## src/rtl/plg_pkg.sv

```systemverilog
// constants and carrier types for the scan-evaluated basic logic elements
// assumes a 32-bit apb slave port and one scan enable per scan cycle
package plg_pkg;

   // element indices
   localparam int EL_AND = 0;
   localparam int EL_AND_EDGE = 1;
   localparam int EL_NAND = 2;
   localparam int EL_NAND_EDGE = 3;
   localparam int EL_OR = 4;
   localparam int EL_NOR = 5;
   localparam int EL_XOR = 6;
   localparam int EL_NOT = 7;
   localparam int EL_BOOL = 8;
   localparam int NUM_EL = 9;
   localparam int NUM_IN = 4;

   // level given to an unconnected input, one bit per element
   localparam logic [NUM_EL-1:0] IDLE_HIGH = 9'h00f;

   // register byte addresses
   localparam logic [7:0] ADDR_CFG_BASE = 8'h00;
   localparam logic [7:0] ADDR_TABLE = 8'h24;
   localparam logic [7:0] ADDR_CTRL = 8'h28;
   localparam logic [7:0] ADDR_STATUS = 8'h2c;
   localparam logic [7:0] ADDR_DIV = 8'h30;

   // field positions
   localparam int CFG_CONN_LSB = 0;
   localparam int CFG_INV_LSB = 4;
   localparam int TABLE_POL_BIT = 16;
   localparam int CTRL_RUN_BIT = 0;

   // reset values
   localparam logic [3:0] CONN_RESET = 4'hf;
   localparam logic [3:0] INV_RESET = 4'h0;
   localparam logic [15:0] TABLE_RESET = 16'h0000;
   localparam logic CTRL_RUN_RESET = 1'b1;

   // timing: one scan cycle, in ns, and its length in clock cycles
   localparam int CLK_PERIOD_NS = 5;
   localparam int SCAN_PERIOD_NS = 1000;
   localparam int SCAN_CYCLES = (SCAN_PERIOD_NS + CLK_PERIOD_NS - 1)
                                / CLK_PERIOD_NS;

   // per-element input configuration
   typedef struct packed {
      logic [NUM_IN-1:0] invert;
      logic [NUM_IN-1:0] connect;
   } plg_cfg_t;

   // truth-table element configuration
   typedef struct packed {
      logic invert_out;
      logic [15:0] table_bits;
   } plg_table_t;

endpackage : plg_pkg

```

## src/rtl/plg_cond.sv

```systemverilog
// input conditioning for one logic element: inversion and unconnected level
// assumes purely combinational use inside the scan-evaluated top
`timescale 1ns/1ps
`default_nettype none

module plg_cond #(
   parameter logic IDLE_LEVEL = 1'b0
) (
   // raw levels from other blocks
   input wire logic [plg_pkg::NUM_IN-1:0] raw,
   // configuration
   input wire plg_pkg::plg_cfg_t cfg,
   // conditioned levels
   output logic [plg_pkg::NUM_IN-1:0] cond
);

   genvar i;
   generate
      for (i = 0; i < plg_pkg::NUM_IN; i++)
      begin : g_bit
         // per-input inversion, then unconnected level
         // inversion before evaluation
         assign cond[i] = cfg.connect[i] ? (raw[i] ^ cfg.invert[i])
                                         : IDLE_LEVEL;
      end
   endgenerate

endmodule : plg_cond

`default_nettype wire

```

## src/rtl/plg_gates.sv

```systemverilog
// basic logic elements evaluated once per scan, with apb configuration
// assumes apb master keeps request stable until pready; inputs synchronous
`timescale 1ns/1ps
`default_nettype none

//Contract
//- plain and output high only when all four inputs are high
//- unconnected plain and inputs read as high
//- edge and fires when all high and some input was low before
//- edge and pulse lasts one scan, then low at least one scan
//- unconnected edge and, nand, edge nand inputs read as high
//- plain nand output low only when all four inputs are high
//- edge nand fires when some input low and all were high before
//- edge nand pulse lasts one scan, then low at least one scan
//- or output high when any of four inputs is high
//- unconnected or, nor, xor inputs read as low
//- nor output high only when all four inputs are low
//- two-input xor high when its inputs differ
//- not output is the inverse of its single input
//- truth-table element holds one output bit per input combination
//- unconnected truth-table inputs are forced low
//- truth-table polarity option outputs entry or its complement
//- every element input has its own inversion before evaluation
module plg_gates #(
   parameter int SCAN_DIV = plg_pkg::SCAN_CYCLES
) (
   // clock and reset
   input wire logic clk,
   input wire logic resetn,
   // apb slave
   input wire logic psel,
   input wire logic penable,
   input wire logic pwrite,
   input wire logic [7:0] paddr,
   input wire logic [31:0] pwdata,
   output logic [31:0] prdata,
   output logic pready,
   output logic pslverr,
   // element inputs, element e uses bits 4e+3..4e, input one at 4e+3
   input wire logic [plg_pkg::NUM_EL*plg_pkg::NUM_IN-1:0] gate_in,
   // element outputs, one per element
   output logic [plg_pkg::NUM_EL-1:0] gate_out,
   // one-cycle pulse each time a scan is evaluated
   output logic scan_done
);

   localparam int NE = plg_pkg::NUM_EL;
   localparam int NI = plg_pkg::NUM_IN;

   plg_pkg::plg_cfg_t cfg [NE];
   plg_pkg::plg_table_t tbl;
   logic run;
   logic [15:0] div_reload;
   logic [15:0] div_cnt;
   logic scan_tick;
   logic [NI-1:0] cond [NE];
   logic [NI-1:0] prev_and_edge;
   logic [NI-1:0] prev_nand_edge;
   logic [NE-1:0] next_out;
   logic apb_access;
   logic apb_write;
   logic cfg_hit;
   logic [3:0] cfg_idx;
   logic [7:0] cfg_off;
   logic mapped;
   logic [31:0] next_rdata;

   // input conditioning, one instance per element
   genvar e;
   generate
      for (e = 0; e < NE; e++)
      begin : g_el
         plg_cond #(
            .IDLE_LEVEL(plg_pkg::IDLE_HIGH[e])
         ) u_cond (
            .raw(gate_in[e*NI +: NI]),
            .cfg(cfg[e]),
            .cond(cond[e])
         );
      end
   endgenerate

   // apb decode
   assign apb_access = psel & penable & ~pready;
   assign apb_write = psel & penable & pready & pwrite;
   // offset from the block base so the base can move without a remap
   assign cfg_off = paddr - plg_pkg::ADDR_CFG_BASE;
   assign cfg_idx = cfg_off[5:2];
   assign cfg_hit = (paddr[1:0] == 2'h0) && (cfg_off < 8'(4 * NE));

   always_comb
   begin
      mapped = 1'b1;
      next_rdata = 32'h0000_0000;
      if (cfg_hit)
      begin
         next_rdata[plg_pkg::CFG_CONN_LSB +: NI] = cfg[cfg_idx].connect;
         next_rdata[plg_pkg::CFG_INV_LSB +: NI] = cfg[cfg_idx].invert;
      end
      else
      begin
         case (paddr)
            plg_pkg::ADDR_TABLE:
            begin
               next_rdata[15:0] = tbl.table_bits;
               next_rdata[plg_pkg::TABLE_POL_BIT] = tbl.invert_out;
            end
            plg_pkg::ADDR_CTRL:
               next_rdata[plg_pkg::CTRL_RUN_BIT] = run;
            plg_pkg::ADDR_STATUS:
               next_rdata[NE-1:0] = gate_out;
            plg_pkg::ADDR_DIV:
               next_rdata[15:0] = div_reload;
            default:
               mapped = 1'b0;
         endcase
      end
   end

   // apb answer: one wait state, data and error registered
   // prdata falls back to zero so a stale read never lingers on the bus
   always_ff @(posedge clk or negedge resetn)
   begin
      if (!resetn)
      begin
         pready <= 1'b0;
         prdata <= 32'h0000_0000;
         pslverr <= 1'b0;
      end
      else
      begin
         pready <= apb_access;
         if (apb_access)
         begin
            prdata <= pwrite ? 32'h0000_0000 : next_rdata;
            pslverr <= ~mapped;
         end
         else
         begin
            prdata <= 32'h0000_0000;
            pslverr <= 1'b0;
         end
      end
   end

   // element configuration registers
   always_ff @(posedge clk or negedge resetn)
   begin
      if (!resetn)
      begin
         for (int i = 0; i < NE; i++)
         begin
            cfg[i].connect <= plg_pkg::CONN_RESET;
            cfg[i].invert <= plg_pkg::INV_RESET;
         end
      end
      else if (apb_write && cfg_hit)
      begin
         cfg[cfg_idx].connect <= pwdata[plg_pkg::CFG_CONN_LSB +: NI];
         cfg[cfg_idx].invert <= pwdata[plg_pkg::CFG_INV_LSB +: NI];
      end
   end

   // truth table, polarity, run and scan divider registers
   always_ff @(posedge clk or negedge resetn)
   begin
      if (!resetn)
      begin
         tbl.table_bits <= plg_pkg::TABLE_RESET;
         tbl.invert_out <= 1'b0;
         run <= plg_pkg::CTRL_RUN_RESET;
         div_reload <= 16'(SCAN_DIV - 1);
      end
      else if (apb_write && !cfg_hit)
      begin
         case (paddr)
            plg_pkg::ADDR_TABLE:
            begin
               tbl.table_bits <= pwdata[15:0];
               tbl.invert_out <= pwdata[plg_pkg::TABLE_POL_BIT];
            end
            plg_pkg::ADDR_CTRL:
               run <= pwdata[plg_pkg::CTRL_RUN_BIT];
            plg_pkg::ADDR_DIV:
               div_reload <= pwdata[15:0];
            default:
               run <= run;
         endcase
      end
   end

   // scan divider; a stopped scan freezes outputs and history
   // common scan enable
   always_ff @(posedge clk or negedge resetn)
   begin
      if (!resetn)
      begin
         div_cnt <= 16'h0000;
         scan_tick <= 1'b0;
      end
      else if (!run)
      begin
         div_cnt <= 16'h0000;
         scan_tick <= 1'b0;
      end
      // >= so a smaller reload takes effect without a full wrap
      else if (div_cnt >= div_reload)
      begin
         div_cnt <= 16'h0000;
         scan_tick <= 1'b1;
      end
      else
      begin
         div_cnt <= div_cnt + 16'h0001;
         scan_tick <= 1'b0;
      end
   end

   // element functions
   always_comb
   begin
      next_out = '0;
      next_out[plg_pkg::EL_AND] = &cond[plg_pkg::EL_AND];
      // second scan sees history all high, so pulse ends
      next_out[plg_pkg::EL_AND_EDGE] = (&cond[plg_pkg::EL_AND_EDGE]) &
                                       ~(&prev_and_edge);
      next_out[plg_pkg::EL_NAND] = ~(&cond[plg_pkg::EL_NAND]);
      // history no longer all high, so pulse ends
      next_out[plg_pkg::EL_NAND_EDGE] = ~(&cond[plg_pkg::EL_NAND_EDGE]) &
                                        (&prev_nand_edge);
      next_out[plg_pkg::EL_OR] = |cond[plg_pkg::EL_OR];
      next_out[plg_pkg::EL_NOR] = ~(|cond[plg_pkg::EL_NOR]);
      next_out[plg_pkg::EL_XOR] = cond[plg_pkg::EL_XOR][3] ^
                                  cond[plg_pkg::EL_XOR][2];
      next_out[plg_pkg::EL_NOT] = ~cond[plg_pkg::EL_NOT][3];
      next_out[plg_pkg::EL_BOOL] =
         tbl.table_bits[cond[plg_pkg::EL_BOOL]] ^ tbl.invert_out;
   end

   // outputs load only on the scan enable and hold in between
   // common scan enable
   always_ff @(posedge clk or negedge resetn)
   begin
      if (!resetn)
      begin
         gate_out <= '0;
      end
      else if (scan_tick)
      begin
         gate_out <= next_out;
      end
   end

   // history loads with the outputs, so an edge pulse ends next scan
   // history of the previous scan
   always_ff @(posedge clk or negedge resetn)
   begin
      if (!resetn)
      begin
         prev_and_edge <= 4'h0;
         prev_nand_edge <= 4'h0;
      end
      else if (scan_tick)
      begin
         prev_and_edge <= cond[plg_pkg::EL_AND_EDGE];
         prev_nand_edge <= cond[plg_pkg::EL_NAND_EDGE];
      end
   end

   // new outputs first stand in the cycle this pulse is high
   always_ff @(posedge clk or negedge resetn)
   begin
      if (!resetn)
      begin
         scan_done <= 1'b0;
      end
      else
      begin
         scan_done <= scan_tick;
      end
   end

endmodule : plg_gates

`default_nettype wire

```

## config.mk

```make
export PLATFORM = sky130hd
export DESIGN_NAME = plg_gates
export DESIGN_NICKNAME = d
export VERILOG_FILES = /design/src/rtl/plg_pkg.sv /design/src/rtl/plg_cond.sv /design/src/rtl/plg_gates.sv
export SDC_FILE = /design/constraint.sdc
export NUM_CORES = 1
export LEC_CHECK = 0
export ABC_CLOCK_PERIOD_IN_PS = 2700
export CAP_MARGIN = 15
export CORE_ASPECT_RATIO = 0.8
export CORE_MARGIN = 8
export CORE_UTILIZATION = 55
export DETAILED_ROUTE_END_ITERATION = 6
export DONT_BUFFER_PORTS = 1
export MAX_ROUTING_LAYER = met4
export PLACE_DENSITY = 0.76
export SETUP_SLACK_MARGIN = 0.05
export SYNTH_ARGS = -nofsm -noshare
export SYNTH_HDL_FRONTEND = slang
export SYNTH_HIERARCHICAL = 1
export SYNTH_SLANG_ARGS = --single-unit
```

## constraint.sdc

```tcl
create_clock -name clk -period 2.7 [get_ports clk]
set_input_delay 0.54 -clock clk [delete_from_list [all_inputs] [get_ports clk]]
set_output_delay 0.54 -clock clk [all_outputs]
set_load 0.005 [all_outputs]
```

# After elaboration in Yosys (flattened, before gate mapping)
# Cells that the tools add are included.
# totals
wordCells,163
ram_bits,0
romBits,0
register_bits,175
memories,0
latch_bits,0
# classes
n_mul,0
muxes,57
order_cmp,5
bitwise,47
n_shift,0
n_div,0
n_eq_ne,4
n_reduce_logical,18
addsub,1
# ops
op,n
$bwmux W72,2
$demux W8 S4,2
$mux W1,38
$mux W17,2
$xor A1 B1 Y1,33
$bmux W8 S4,1
$eq A8 B6 Y1 const B,4
$mux W16,2
$mux W8,4
$pmux W8 S3,1
$reduce_and A4 Y1,6
$add A16 B1 Y16 const B,1
$ge A16 B16 Y1,1
$pmux W7 S2,1
$reduce_or A4 Y1,3
$mux W9,1
$lt A8 B6 Y1 const B,1
$not A1 Y1,7
$and A1 B1 Y1,6
$reduce_and A2 Y1,3
$ge A5 B5 Y1 const B,1
$lt A4 B5 Y1 const B,1
$lt A5 B1 Y1 const B,1
$not A4 Y5,1
6 further kinds,9

# Depth between registers and ports, before layout
# Gate-level depths: netlist (run 1).
# depth
depth_word,7
mapped_depth,9

# Modules after synthesis
# Netlist (run 1), hierarchy kept.
# modules_own_cells
module,seq_area_each_um2,cells_per_inst,n_inst,area_per_inst_um2
plg_gates,4056.4,611,1,7802.5
plg_cond (g_el[4].u_cond ...),0.0,8,5,60.1
plg_cond (g_el[0].u_cond ...),0.0,8,4,50.0

# Worst setup path before layout (run 1)
# OpenSTA, ideal clock, no wires.
# synth_path
path_kind,input to register
startpoint,input port paddr[1]
endpoint,register div_reload[10]
path_buffers,2
arrival_time_ns,2.200
slack_ns,0.375
t_required_ns,2.575
setup_ns,0.125
stages,5
cell_sequence,or4_4 -> or4_1 -> buf_2 -> buf_6 -> mux2_4
# synth_between
elab_chain_cells,5
elab_cells_between_ends,7
classes_between,order compare: 1; eq/ne: 1; reduce/logical: 5
# synth_rtl
element,line_no,text
start: declaration,plg_gates.sv:34,"input wire logic [7:0] paddr,"
$lt A8 B6 Y1 or $logic_not A2 Y1 (tied branches),plg_gates.sv:89,assign cfg_hit = (paddr[1:0] == 2'h0) && (cfg_off < 8'(4 * NE));
$logic_and A1 B1 Y1,plg_gates.sv:89,
$logic_not A1 Y1,plg_gates.sv:174,else if (apb_write && !cfg_hit)
$logic_and A1 B1 Y1,plg_gates.sv:174,
$reduce_and A2 Y1 (no line) *,n/a,
end signal: assignment,plg_gates.sv:172,div_reload <= 16'(SCAN_DIV - 1);
end signal: assignment,plg_gates.sv:185,div_reload <= pwdata[15:0];
end: declaration,plg_gates.sv:53,logic [15:0] div_reload;
# Mark *: on every way between the ends. The rest lies on a longest branch, timed or not.
# A chain may end at the register's enable or synchronous reset.

# Final worst setup path (run 1)
# layout_path
startpoint,register div_reload[2]
endpoint,register div_cnt[2]
# layout_between
elab_chain_cells,3
# layout_rtl
element,line_no,text
$ge A16 B16 Y1,plg_gates.sv:207,else if (div_cnt >= div_reload)
$mux W16,plg_gates.sv:207,
$mux W16,plg_gates.sv:201,else if (!run)
end signal: assignment,plg_gates.sv:214,div_cnt <= div_cnt + 16'h0001;
end: declaration,plg_gates.sv:54,logic [15:0] div_cnt;
# Every way passes these cells.

==> out/metrics.cfg, run 1 <==
[cts]
cts.sinks=160
clk_pin_slew_ps=60
cts_tree=done
htreeDepth=4
clkLatencyLatePin_ps=430
clock_path_buffers=2
cts-root-buf=clkbuf_16
cts_buffers=17
post_cts_buffers=0

[routing]
met3_length_um=1870
wirelength_um=20200
drt_first_pass_iters=5
num_vias=5406
met2_length_um=9160
top_layer_used=met4
wire_per_inst_um=23.0
drt_iter0_markers=457
drt-met1-wl_um=8750
viasPerCell=6.16
remaining_drc_errors=0
ant_nets=0

[outcome]
status=finished, violations left
violations=negative hold slack

[sta]
clock_skew_ps=9.53
finalSetupTns_ps=0
drv_slew=0
setup_viol_count_final=0
relSlewSlack_pct=37.3
holdWs_ps=-181
period_needed_ps=2390
rsz0062_at_grt=false
hold_viol=118
period_share_pct=88.7
worst_pin_slew_ps=941
fmax_mhz=418

[setup_path]
crit_family=compound AO/OA/AOI/OAI gates
end_kind=register
critPathKind=register to register
crit_slowest_cell=dfstp_2
path_buf_inv=1
crit_path_start_kind=register
critical_path.cell_chain=inv_1 > ha_1 > a211o_1 > a31oi_1 > o221ai_1 > a221o_2 > a211oi_1
slowest_delay_ps=550
arrival_ps=2720
worst-path-max-fanout=17
required_ps=3030

[placed_design]
gp_congestion=0.929
dp.cells=845
portBuffers=0
dp_hpwl_um=14500

[yosys]
syn_area_um2=8230
avgSynthCellArea_um2=12.2
yosysWarningCount=6
synthCells=673

[cells_and_area]
stdcell_count=877
area_delta_synth_final_pct=9.26
fillCellCount=1145
drive_gt1_share_pct=34.0
final_common_cell=dfrtp_1
final_cell_mix=dfrtp_1, mux2_2, nand2_1, dfstp_2, nor2_1
diodes=0
final_nets=773

[global_route]
track_usage_pct=22.3
antenna_found_initial=0
grt_remaining_overflow=0
grt_pass1_wl_um=32100
grt_max_degree=161
grt_pass1_vias=5688

[floorplan]
num_io_pins=125
start_util_pct=55.5
die_x_um=153
die_h_um=125
coreArea_um2=14800
rows=40
die_area_um2=19200

[pwr]
ir_worst_vdd_v=0.000471
power.leakage_nw=4.04
power_density_nw_per_um2=559

[hold_path]
hold_class=primary input to asynchronous set/reset pin

[flow_run]
max_cap_violations=0

[worst register-to-register path, stage by stage, from the launching register on]
cell and delay [ps]:
dfstp_2 550, inv_1 50, ha_1 300, a211o_1 270, a31oi_1 200, o221ai_1 170
a221o_2 510, a211oi_1 260
[layout make-up]
class	count	area, um2	share of cell area [%]
Sequential cell	160	4060	45.1
Multi-Input combinational cell	461	3900	43.4
Clock buffer	22	484	5.39
Tap cell	189	236	2.63
Clock inverter	10	125	1.39
Timing Repair Buffer	14	105	1.17
Inverter	21	78.8	0.877
[through the flow]
stage	hold slack [ps]	utilization (%)	power (mW)	setup slack [ps]	instance area [um2]
final	-181	60.7	5.03	306	8990
after global routing	-203	60.7	5.17	126	8990
after CTS	-204	60.7	5.07	249	8990
after detailed placement	251	56.6	2.61	251	8380
after global placement	252	56.6	2.61	273	8380
after floorplan	244	-	2.63	375	8280
[flip-flops by register name, indices dropped and copies added, names as in the netlist]
name,cells
cfg,72
div_cnt,16
div_reload,16
gate_out,9
prdata,17
pready,1
prev_and_edge,4
prev_nand_edge,4
pslverr,1
run,1
scan_done,1
scan_tick,1
tbl,17
[path summary, 6_finish.rpt]
check | slack [ps] | end | depth (start not counted) | startpoint
max | 310 | div_cnt[2] | 7 | div_reload[2]
min | -180 | cfg[36] | 0 | resetn
max reg2reg | 310 | div_cnt[2] | 7 | div_reload[2]
min reg2reg | 470 | div_cnt[0] | 1 | div_cnt[0]
max in group asynchronous | 2550 | cfg[57] | 0 | resetn
min in group clk | 260 | div_reload[12] | 1 | pwdata[12]
[repair_timing]
item,in CTS,in global routing
endpoints found under the setup margin,0,1
endpoints found under the hold margin,160,131
gates resized for setup,0,1
[where the power goes]
part | leakage, nW | internal, mW | switching, mW | total (mW)
combinational | 1.69 | 0.0642 | 0.0601 | 0.124
sequential | 2.05 | 2.43 | 0.0259 | 2.45
clock | 0.303 | 1.47 | 0.977 | 2.45
total | 4.04 | 3.96 | 1.06 | 5.03
[layer usage]
layer / vias up / GRT usage [%]
li1: 2402 / -
met1: 2774 / 28.2
met2: 202 / 32.3
met3: 28 / 8.47
met4: 0 / 7.38
met5: - / -
Power figures use the tool's default switching activity.
==> run 2, diff against run 1 <==
--- a/config.mk
+++ b/config.mk
@@ -17,5 +17,4 @@
 export SETUP_SLACK_MARGIN = 0.05
 export SYNTH_ARGS = -nofsm -noshare
 export SYNTH_HDL_FRONTEND = slang
-export SYNTH_HIERARCHICAL = 1
 export SYNTH_SLANG_ARGS = --single-unit
==> run 2 against run 1 <==
The flow still finishes with violations (negative hold slack). Synthesized cell count decreased by 0.45%. Critical path depth decreased by 1. Register-to-register slack better by 120 ps. Critical path type unchanged.
==> out/metrics.cfg, run 2 <==
[yosys]
synth.most_common_cell=dfrtp_1
ys_seq_area_share_pct=49.1
synth_top_area_share_pct=35.8
avgSynthCellArea_um2=12.3  ; +0.83%
synth_largest_area_cell=dfrtp_1
synthFlopType=dfrtp_1
synth-seq-cells=160
synth_area_leaders=dfrtp_1, mux2_2, dfstp_2
ys_top_cells_by_count=dfrtp_1, mux2_2, dfstp_2
syn_area_um2=8260  ; +0.38%
synth_cell_types=51
synthCells=670  ; -0.45%
async_reset_ff_share_pct=100
synth-edff-count=0
yosysWarningCount=0  ; -6

[setup_path]
reg2reg_depth=6  ; -1
arrival_ps=2560  ; -160 ps
required_ps=2980  ; -50 ps
worst-path-max-fanout=4  ; -13
critPathKind=register to register
end_kind=register
crit_path_start_kind=register

[floorplan]
num_io_pins=125  ; unchanged
die_h_um=126  ; +0.16%
rows=40  ; unchanged
die_x_um=153  ; +0.17%
coreArea_um2=14900  ; +0.34%
die_area_um2=19200  ; +0.33%
start_util_pct=55.6  ; about the same

[routing]
drt_iter0_markers=454  ; -0.66%
num_vias=5369  ; -0.68%
wire_per_inst_um=23.2  ; +0.95%
ant_nets=0  ; unchanged
viasPerCell=6.21  ; +0.69%
wirelength_um=20100  ; -0.43%
drt_first_pass_iters=5  ; unchanged
remaining_drc_errors=0  ; unchanged

[global_route]
grt_remaining_overflow=0  ; unchanged
grt_pass1_wl_um=31600  ; -1.4%
antenna_found_initial=0  ; unchanged
track_usage_pct=22.0  ; -0.24 points
grt_pass1_vias=5516  ; -3.0%
grt_max_degree=161  ; unchanged

[hold_path]
hold_class=primary input to asynchronous set/reset pin

[pwr]
power.leakage_nw=3.99  ; -1.2%
p_int_mw=4.04  ; +1.9%
power.share.switching_pct=20.8  ; -0.31 points
p_switching_mw=1.06  ; about the same
power_frac_seq_pct=47.8  ; -1.0 points
p_clk_share_pct=50.0  ; +1.3 points
power_density_nw_per_um2=570  ; +1.8%
comb_power_share_pct=2.3  ; -0.2 points
ir_worst_vdd_v=0.000450  ; -4.3%

[sta]
period_share_pct=84.4  ; -4.3 points
drv_slew=0  ; unchanged
finalSetupTns_ps=0  ; unchanged
relSlewSlack_pct=32.8  ; -4.5 points
period_needed_ps=2280  ; -116 ps
holdWs_ps=-194  ; -12.6 ps
worst_pin_slew_ps=1010  ; +67.5 ps
rsz0062_at_grt=false
setup_viol_count_final=0  ; unchanged
clock_skew_ps=10.5  ; +0.931 ps
fmax_mhz=439  ; +5.1%
hold_viol=119  ; +0.85%

[placed_design]
gp_congestion=0.920  ; -1.0%
portBuffers=0  ; unchanged
dp_hpwl_um=14300  ; -1.7%
place_area_um2=8330  ; -0.60%

[cts]
cts-root-buf=clkbuf_16
cts_buffers=17  ; unchanged
clock_path_buffers=2  ; unchanged
cts.sinks=160  ; unchanged
clkLatencyLatePin_ps=430  ; about the same
htreeDepth=4  ; unchanged
clk_pin_slew_ps=70  ; about the same
cts_tree=done

[cells_and_area]
final_nets=761  ; -1.6%
final_cell_mix=dfrtp_1, mux2_2, dfstp_2, nand2_1, a21oi_1
largestRegisters=cfg x72, prdata x17, tbl x17
drive_gt1_share_pct=34.8  ; +0.75 points
regMostFlops=cfg
finalInstanceArea_um2=8960  ; -0.33%
area_delta_synth_final_pct=8.48
largest_reg_flops=72  ; unchanged
final_common_cell=dfrtp_1
diodes=0  ; unchanged

[outcome]
status=finished, violations left
violations=negative hold slack

[flow_run]
max_cap_violations=0  ; unchanged

[run 2: worst paths after layout]
check	from	endpoint	slack, ps
setup reg to reg	cfg[4]	gate_out[8]	420
hold / removal	resetn	cfg[28]	-190
min in group clk	pwdata[5]	tbl[5]	250
setup / recovery	cfg[4]	gate_out[8]	420
max in group asynchronous	resetn	div_reload[7]	2590
hold reg to reg	cfg[13]	cfg[13]	510
[run 2: cell type report]
type	count	area (um2)
Tap cell	189	236
Sequential cell	160	4060
Clock inverter	10	146
Inverter	23	86.3
Clock buffer	22	484
Timing Repair Buffer	11	82.6
Fill cell	1127	5900
Multi-Input combinational cell	450	3870
[run 2: power by group through the flow]
stage	Clock [mW]	Combinational [mW]	Sequential (mW)
2_1_floorplan	0	0.142	2.47
3_3_place_gp	0	0.108	2.48
3_5_place_dp	0	0.111	2.48
4_1_cts	2.57	0.114	2.44
5_1_grt	2.66	0.125	2.44
6_report	2.55	0.116	2.44
[run 2: routing by layer]
| layer | share of wire [%] | global-route usage [%] | vias to the layer above |
|---|---|---|---|
| li1 | - | - | 2349 |
| met1 | 43 | 27.8 | 2758 |
| met2 | 46 | 32.5 | 213 |
| met3 | 7.8 | 6.44 | 49 |
| met4 | 3.0 | 9.99 | 0 |
| met5 | 0 | - | - |
[run 2: metrics by stage]
step | power [mW] | utilization, % | hold WS, ps | std cells | setup slack, ps
floorplan | 2.61 | - | 244 | 684 | 326
global route | 5.22 | 60.3 | -202 | 865 | 355
global placement | 2.59 | 56.0 | 249 | 833 | 88.9
CTS | 5.12 | 60.3 | -209 | 865 | 414
detailed placement | 2.59 | 56.0 | 249 | 833 | 66.9
finish | 5.10 | 60.3 | -194 | 865 | 422
[run 2: worst max-delay path, stage by stage (launching register included)]
cell and delay [ps]:
dfrtp_1 400, xor2_1 180, nand2_1 290, mux4_2 560, mux4_2 490, xnor2_1 150, a21oi_1 80
[run 2: cells by family after synthesis]
group | count (synthesis) | share of synthesized area (%)
AOI/OAI and AO/OA | 96 | 7.45
xor gates and xnor gates | 47 | 4.98
adders and majority gates | 17 | 2.58
buffers and inverters | 74 | 4.70
DFF | 160 | 49.1
muxes | 139 | 22.2
other | 1 | 0.0454
and+or+nand+nor | 136 | 8.91
[run 2: what timing repair did]
item,in CTS,in global routing
endpoints found under the hold margin,160,141
resized for setup,0,0
setup buffers,0,0
==> run 3, diff against run 2 <==
--- a/config.mk
+++ b/config.mk
@@ -5,7 +5,8 @@
 export SDC_FILE = /design/constraint.sdc
 export NUM_CORES = 1
 export LEC_CHECK = 0
-export ABC_CLOCK_PERIOD_IN_PS = 2700
+export ABC_AREA = 1
+export ABC_CLOCK_PERIOD_IN_PS = 2200
 export CAP_MARGIN = 15
 export CORE_ASPECT_RATIO = 0.8
 export CORE_MARGIN = 8
==> constraint.sdc (replaced) <==
create_clock -name clk -period 2.2 [get_ports clk]
set_input_delay 0.44 -clock clk [delete_from_list [all_inputs] [get_ports clk]]
set_output_delay 0.44 -clock clk [all_outputs]
set_load 0.005 [all_outputs]
==> run 3 against run 2 <==
The run still ends with negative hold slack left. Final area decreased by 0.31%. Critical path depth increased by 3. Non-clock buffer count increased by 7. First-iteration DRC count increased by 63%. Via count increased by 25%. Sequential power increased by 23%. Routed wire length increased by 8.5%. Final cell count increased by 33%. Critical endpoint is now div_cnt[10]. Highest routed layer unchanged. Largest cell class unchanged. Core utilization decreased by 0.39 points.
==> out/metrics.cfg, run 3 <==
[setup_path]
end_kind=register
required_ps=2540  ; -440 ps
arrival_ps=2360  ; -200 ps
crit_path_start_kind=register
critPathKind=register to register
worst-path-max-fanout=6  ; +2
reg2reg_depth=9  ; +3

[sta]
rsz0062_at_grt=false
fmax_mhz=496  ; +13%
drv_slew=0  ; unchanged
hold_viol=160  ; +34%
holdWs_ps=-292  ; -98.5 ps
finalSetupTns_ps=0  ; unchanged
clock_skew_ps=6.89  ; -3.57 ps
period_share_pct=91.7  ; +7.3 points
worst_pin_slew_ps=828  ; -180 ps
period_needed_ps=2020  ; -261 ps
setup_viol_count_final=0  ; unchanged
fin_ws_ps=183  ; -239 ps
relSlewSlack_pct=44.7  ; +12 points

[placed_design]
portBuffers=0  ; unchanged
pre_cts_slack_ps=242  ; +175 ps
gp_congestion=0.951  ; +3.4%
place_area_um2=8370  ; +0.51%
dp_hpwl_um=15500  ; +8.4%

[cts]
cts.sinks=160  ; unchanged
htreeDepth=4  ; unchanged
clk_pin_slew_ps=70  ; about the same
cts_tree=done
clkLatencyLatePin_ps=440  ; about the same
cts-root-buf=clkbuf_16
cts_resized=0  ; unchanged
clock_path_buffers=2  ; unchanged
cts_buffers=17  ; unchanged

[global_route]
grtUsageMet2_pct=33.6  ; +1.1 points
antenna_found_initial=0  ; unchanged
track_usage_pct=23.9  ; +1.9 points
grtUsageMet1_pct=32.3  ; +4.5 points
grt_remaining_overflow=0  ; unchanged
grt_pass1_wl_um=34900  ; +10%
met3_usage_pct=7.01  ; +0.57 points
grt_busiest_layer=met2
grt_max_degree=161  ; unchanged
grt_pass1_vias=6357  ; +15%

[pwr]
comb_power_share_pct=4.4  ; +2.1 points
power_frac_seq_pct=49.8  ; +2.0 points
power_mw=6.02  ; +18%
power_density_nw_per_um2=674  ; +18%
power.share.switching_pct=23.9  ; +3.0 points
p_int_mw=4.59  ; +13%
p_switching_mw=1.44  ; +35%
p_clk_share_pct=45.9  ; -4.1 points
power.leakage_nw=3.83  ; -4.0%
ir_worst_vdd_v=0.000652  ; +45%

[routing]
viasPerCell=5.82  ; -6.2%
drt_iter0_markers=740  ; +63%
ant_nets=0  ; unchanged
wire_per_inst_um=18.9  ; -18%
drt_first_pass_iters=6  ; +1
wirelength_um=21800  ; +8.5%
num_vias=6704  ; +25%
remaining_drc_errors=0  ; unchanged

[yosys]
synthFlopType=dfrtp_1
synth_top_area_share_pct=35.5  ; -0.25 points
synthCells=954  ; +42%
synth-seq-cells=160  ; unchanged
avgSynthCellArea_um2=8.72  ; -29%
synth-edff-count=0  ; unchanged
ys_seq_area_share_pct=48.8  ; -0.34 points
synth_area_leaders=dfrtp_1, dfstp_2, nand2_1
synth_largest_area_cell=dfrtp_1
syn_area_um2=8320  ; +0.70%
synth.most_common_cell=nand2_1
yosysWarningCount=0  ; unchanged
ys_top_cells_by_count=nand2_1, dfrtp_1, inv_1
synth_cell_types=46  ; -9.8%
async_reset_ff_share_pct=100  ; unchanged

[cells_and_area]
largest_reg_flops=72  ; unchanged
final_cell_mix=nand2_1, dfrtp_1, inv_1, nor2_1, o21ai_1
finalInstanceArea_um2=8930  ; -0.31%
largestRegisters=cfg x72, prdata x17, tbl x17
final_common_cell=nand2_1
fillCellCount=1305  ; +16%
drive_gt1_share_pct=16.2  ; -19 points
area_delta_synth_final_pct=7.40
diodes=0  ; unchanged
final_nets=1047  ; +38%
regMostFlops=cfg

[outcome]
status=finished, violations left
violations=negative hold slack

[floorplan]
num_io_pins=125  ; unchanged
coreArea_um2=14900  ; +0.34%
die_area_um2=19300  ; +0.62%
die_x_um=153  ; +0.31%
die_h_um=126  ; +0.30%
start_util_pct=55.8  ; +0.20 points
rows=40  ; unchanged

[hold_path]
hold_class=primary input to asynchronous set/reset pin

[flow_run]
max_cap_violations=0  ; unchanged

==> run 3: worst paths after layout <==
kind,slack (ps),to,from
max,180,div_cnt[10],div_reload[1]
min reg2reg,470,div_reload[7],div_reload[7]
max in group asynchronous,2180,cfg[0],resetn
min in group clk,160,tbl[13],pwdata[13]
max reg2reg,180,div_cnt[10],div_reload[1]
min,-290,div_cnt[11],resetn
==> run 3: cell type report <==
type / count / area (um2) / area share [%]
timing repair buffer: 18 / 135 / 1.51
clock buffer: 21 / 470 / 5.27
multi-input combinational: 667 / 3620 / 40.6
tap: 189 / 236 / 2.65
inverter: 85 / 327 / 3.66
clock inverter: 11 / 82.6 / 0.924
sequential: 160 / 4060 / 45.4
==> run 3: worst max-delay path, cell delays in order (launching register included) <==
cell and delay, ps:
dfstp_2 530, inv_1 60, ha_1 310, a21oi_1 150, o21ai_0 110, nand2_1 80, o211ai_1 90, nand2_1 90
nand3_1 250, nor3_1 260
==> run 3: cells by family (layout without fill, tap and decap cells) <==
| group | Yosys count | after routing | synth area share, % |
|---|---|---|---|
| AOI/OAI and AO/OA | 219 | 219 | 16.0 |
| buffers and inverters | 141 | 135 | 8.27 |
| muxes | 1 | 1 | 0.135 |
| other | 1 | 15 | 0.0451 |
| xor gates and xnor gates | 29 | 29 | 3.05 |
| and+or+nand+nor | 386 | 386 | 21.1 |
| DFF | 160 | 160 | 48.8 |
| adders and majority gates | 17 | 17 | 2.56 |
==> run 3: repair_timing <==
action | in CTS | in global routing
endpoints found under the setup margin | 0 | 1
endpoints found under the hold margin | 160 | 160
buffers inserted | 0 | 1
==> run 3: power by group through the flow <==
stage               sequential, mW  clock (mW)  combinational [mW]
floorplan                     3.04           0               0.212
global placement              3.05           0               0.252
detailed placement            3.05           0               0.256
CTS                           3.00        2.79               0.258
global route                  3.00        2.91               0.288
finish                        3.00        2.76               0.263
==> run 3: per-layer routing <==
layer / wire, um / up-vias
met1: 9730 / 3192
li1: - / 3169
met3: 1970 / 56
met2: 9470 / 287
met5: 0 / -
met4: 609 / 0
==> run 3: through the flow <==
stage | util (%) | std cells
finish | 59.9 | 1151
CTS | 59.8 | 1150
detailed placement | 56.1 | 1118
global route | 59.9 | 1151
floorplan | - | 968
global placement | 56.1 | 1118
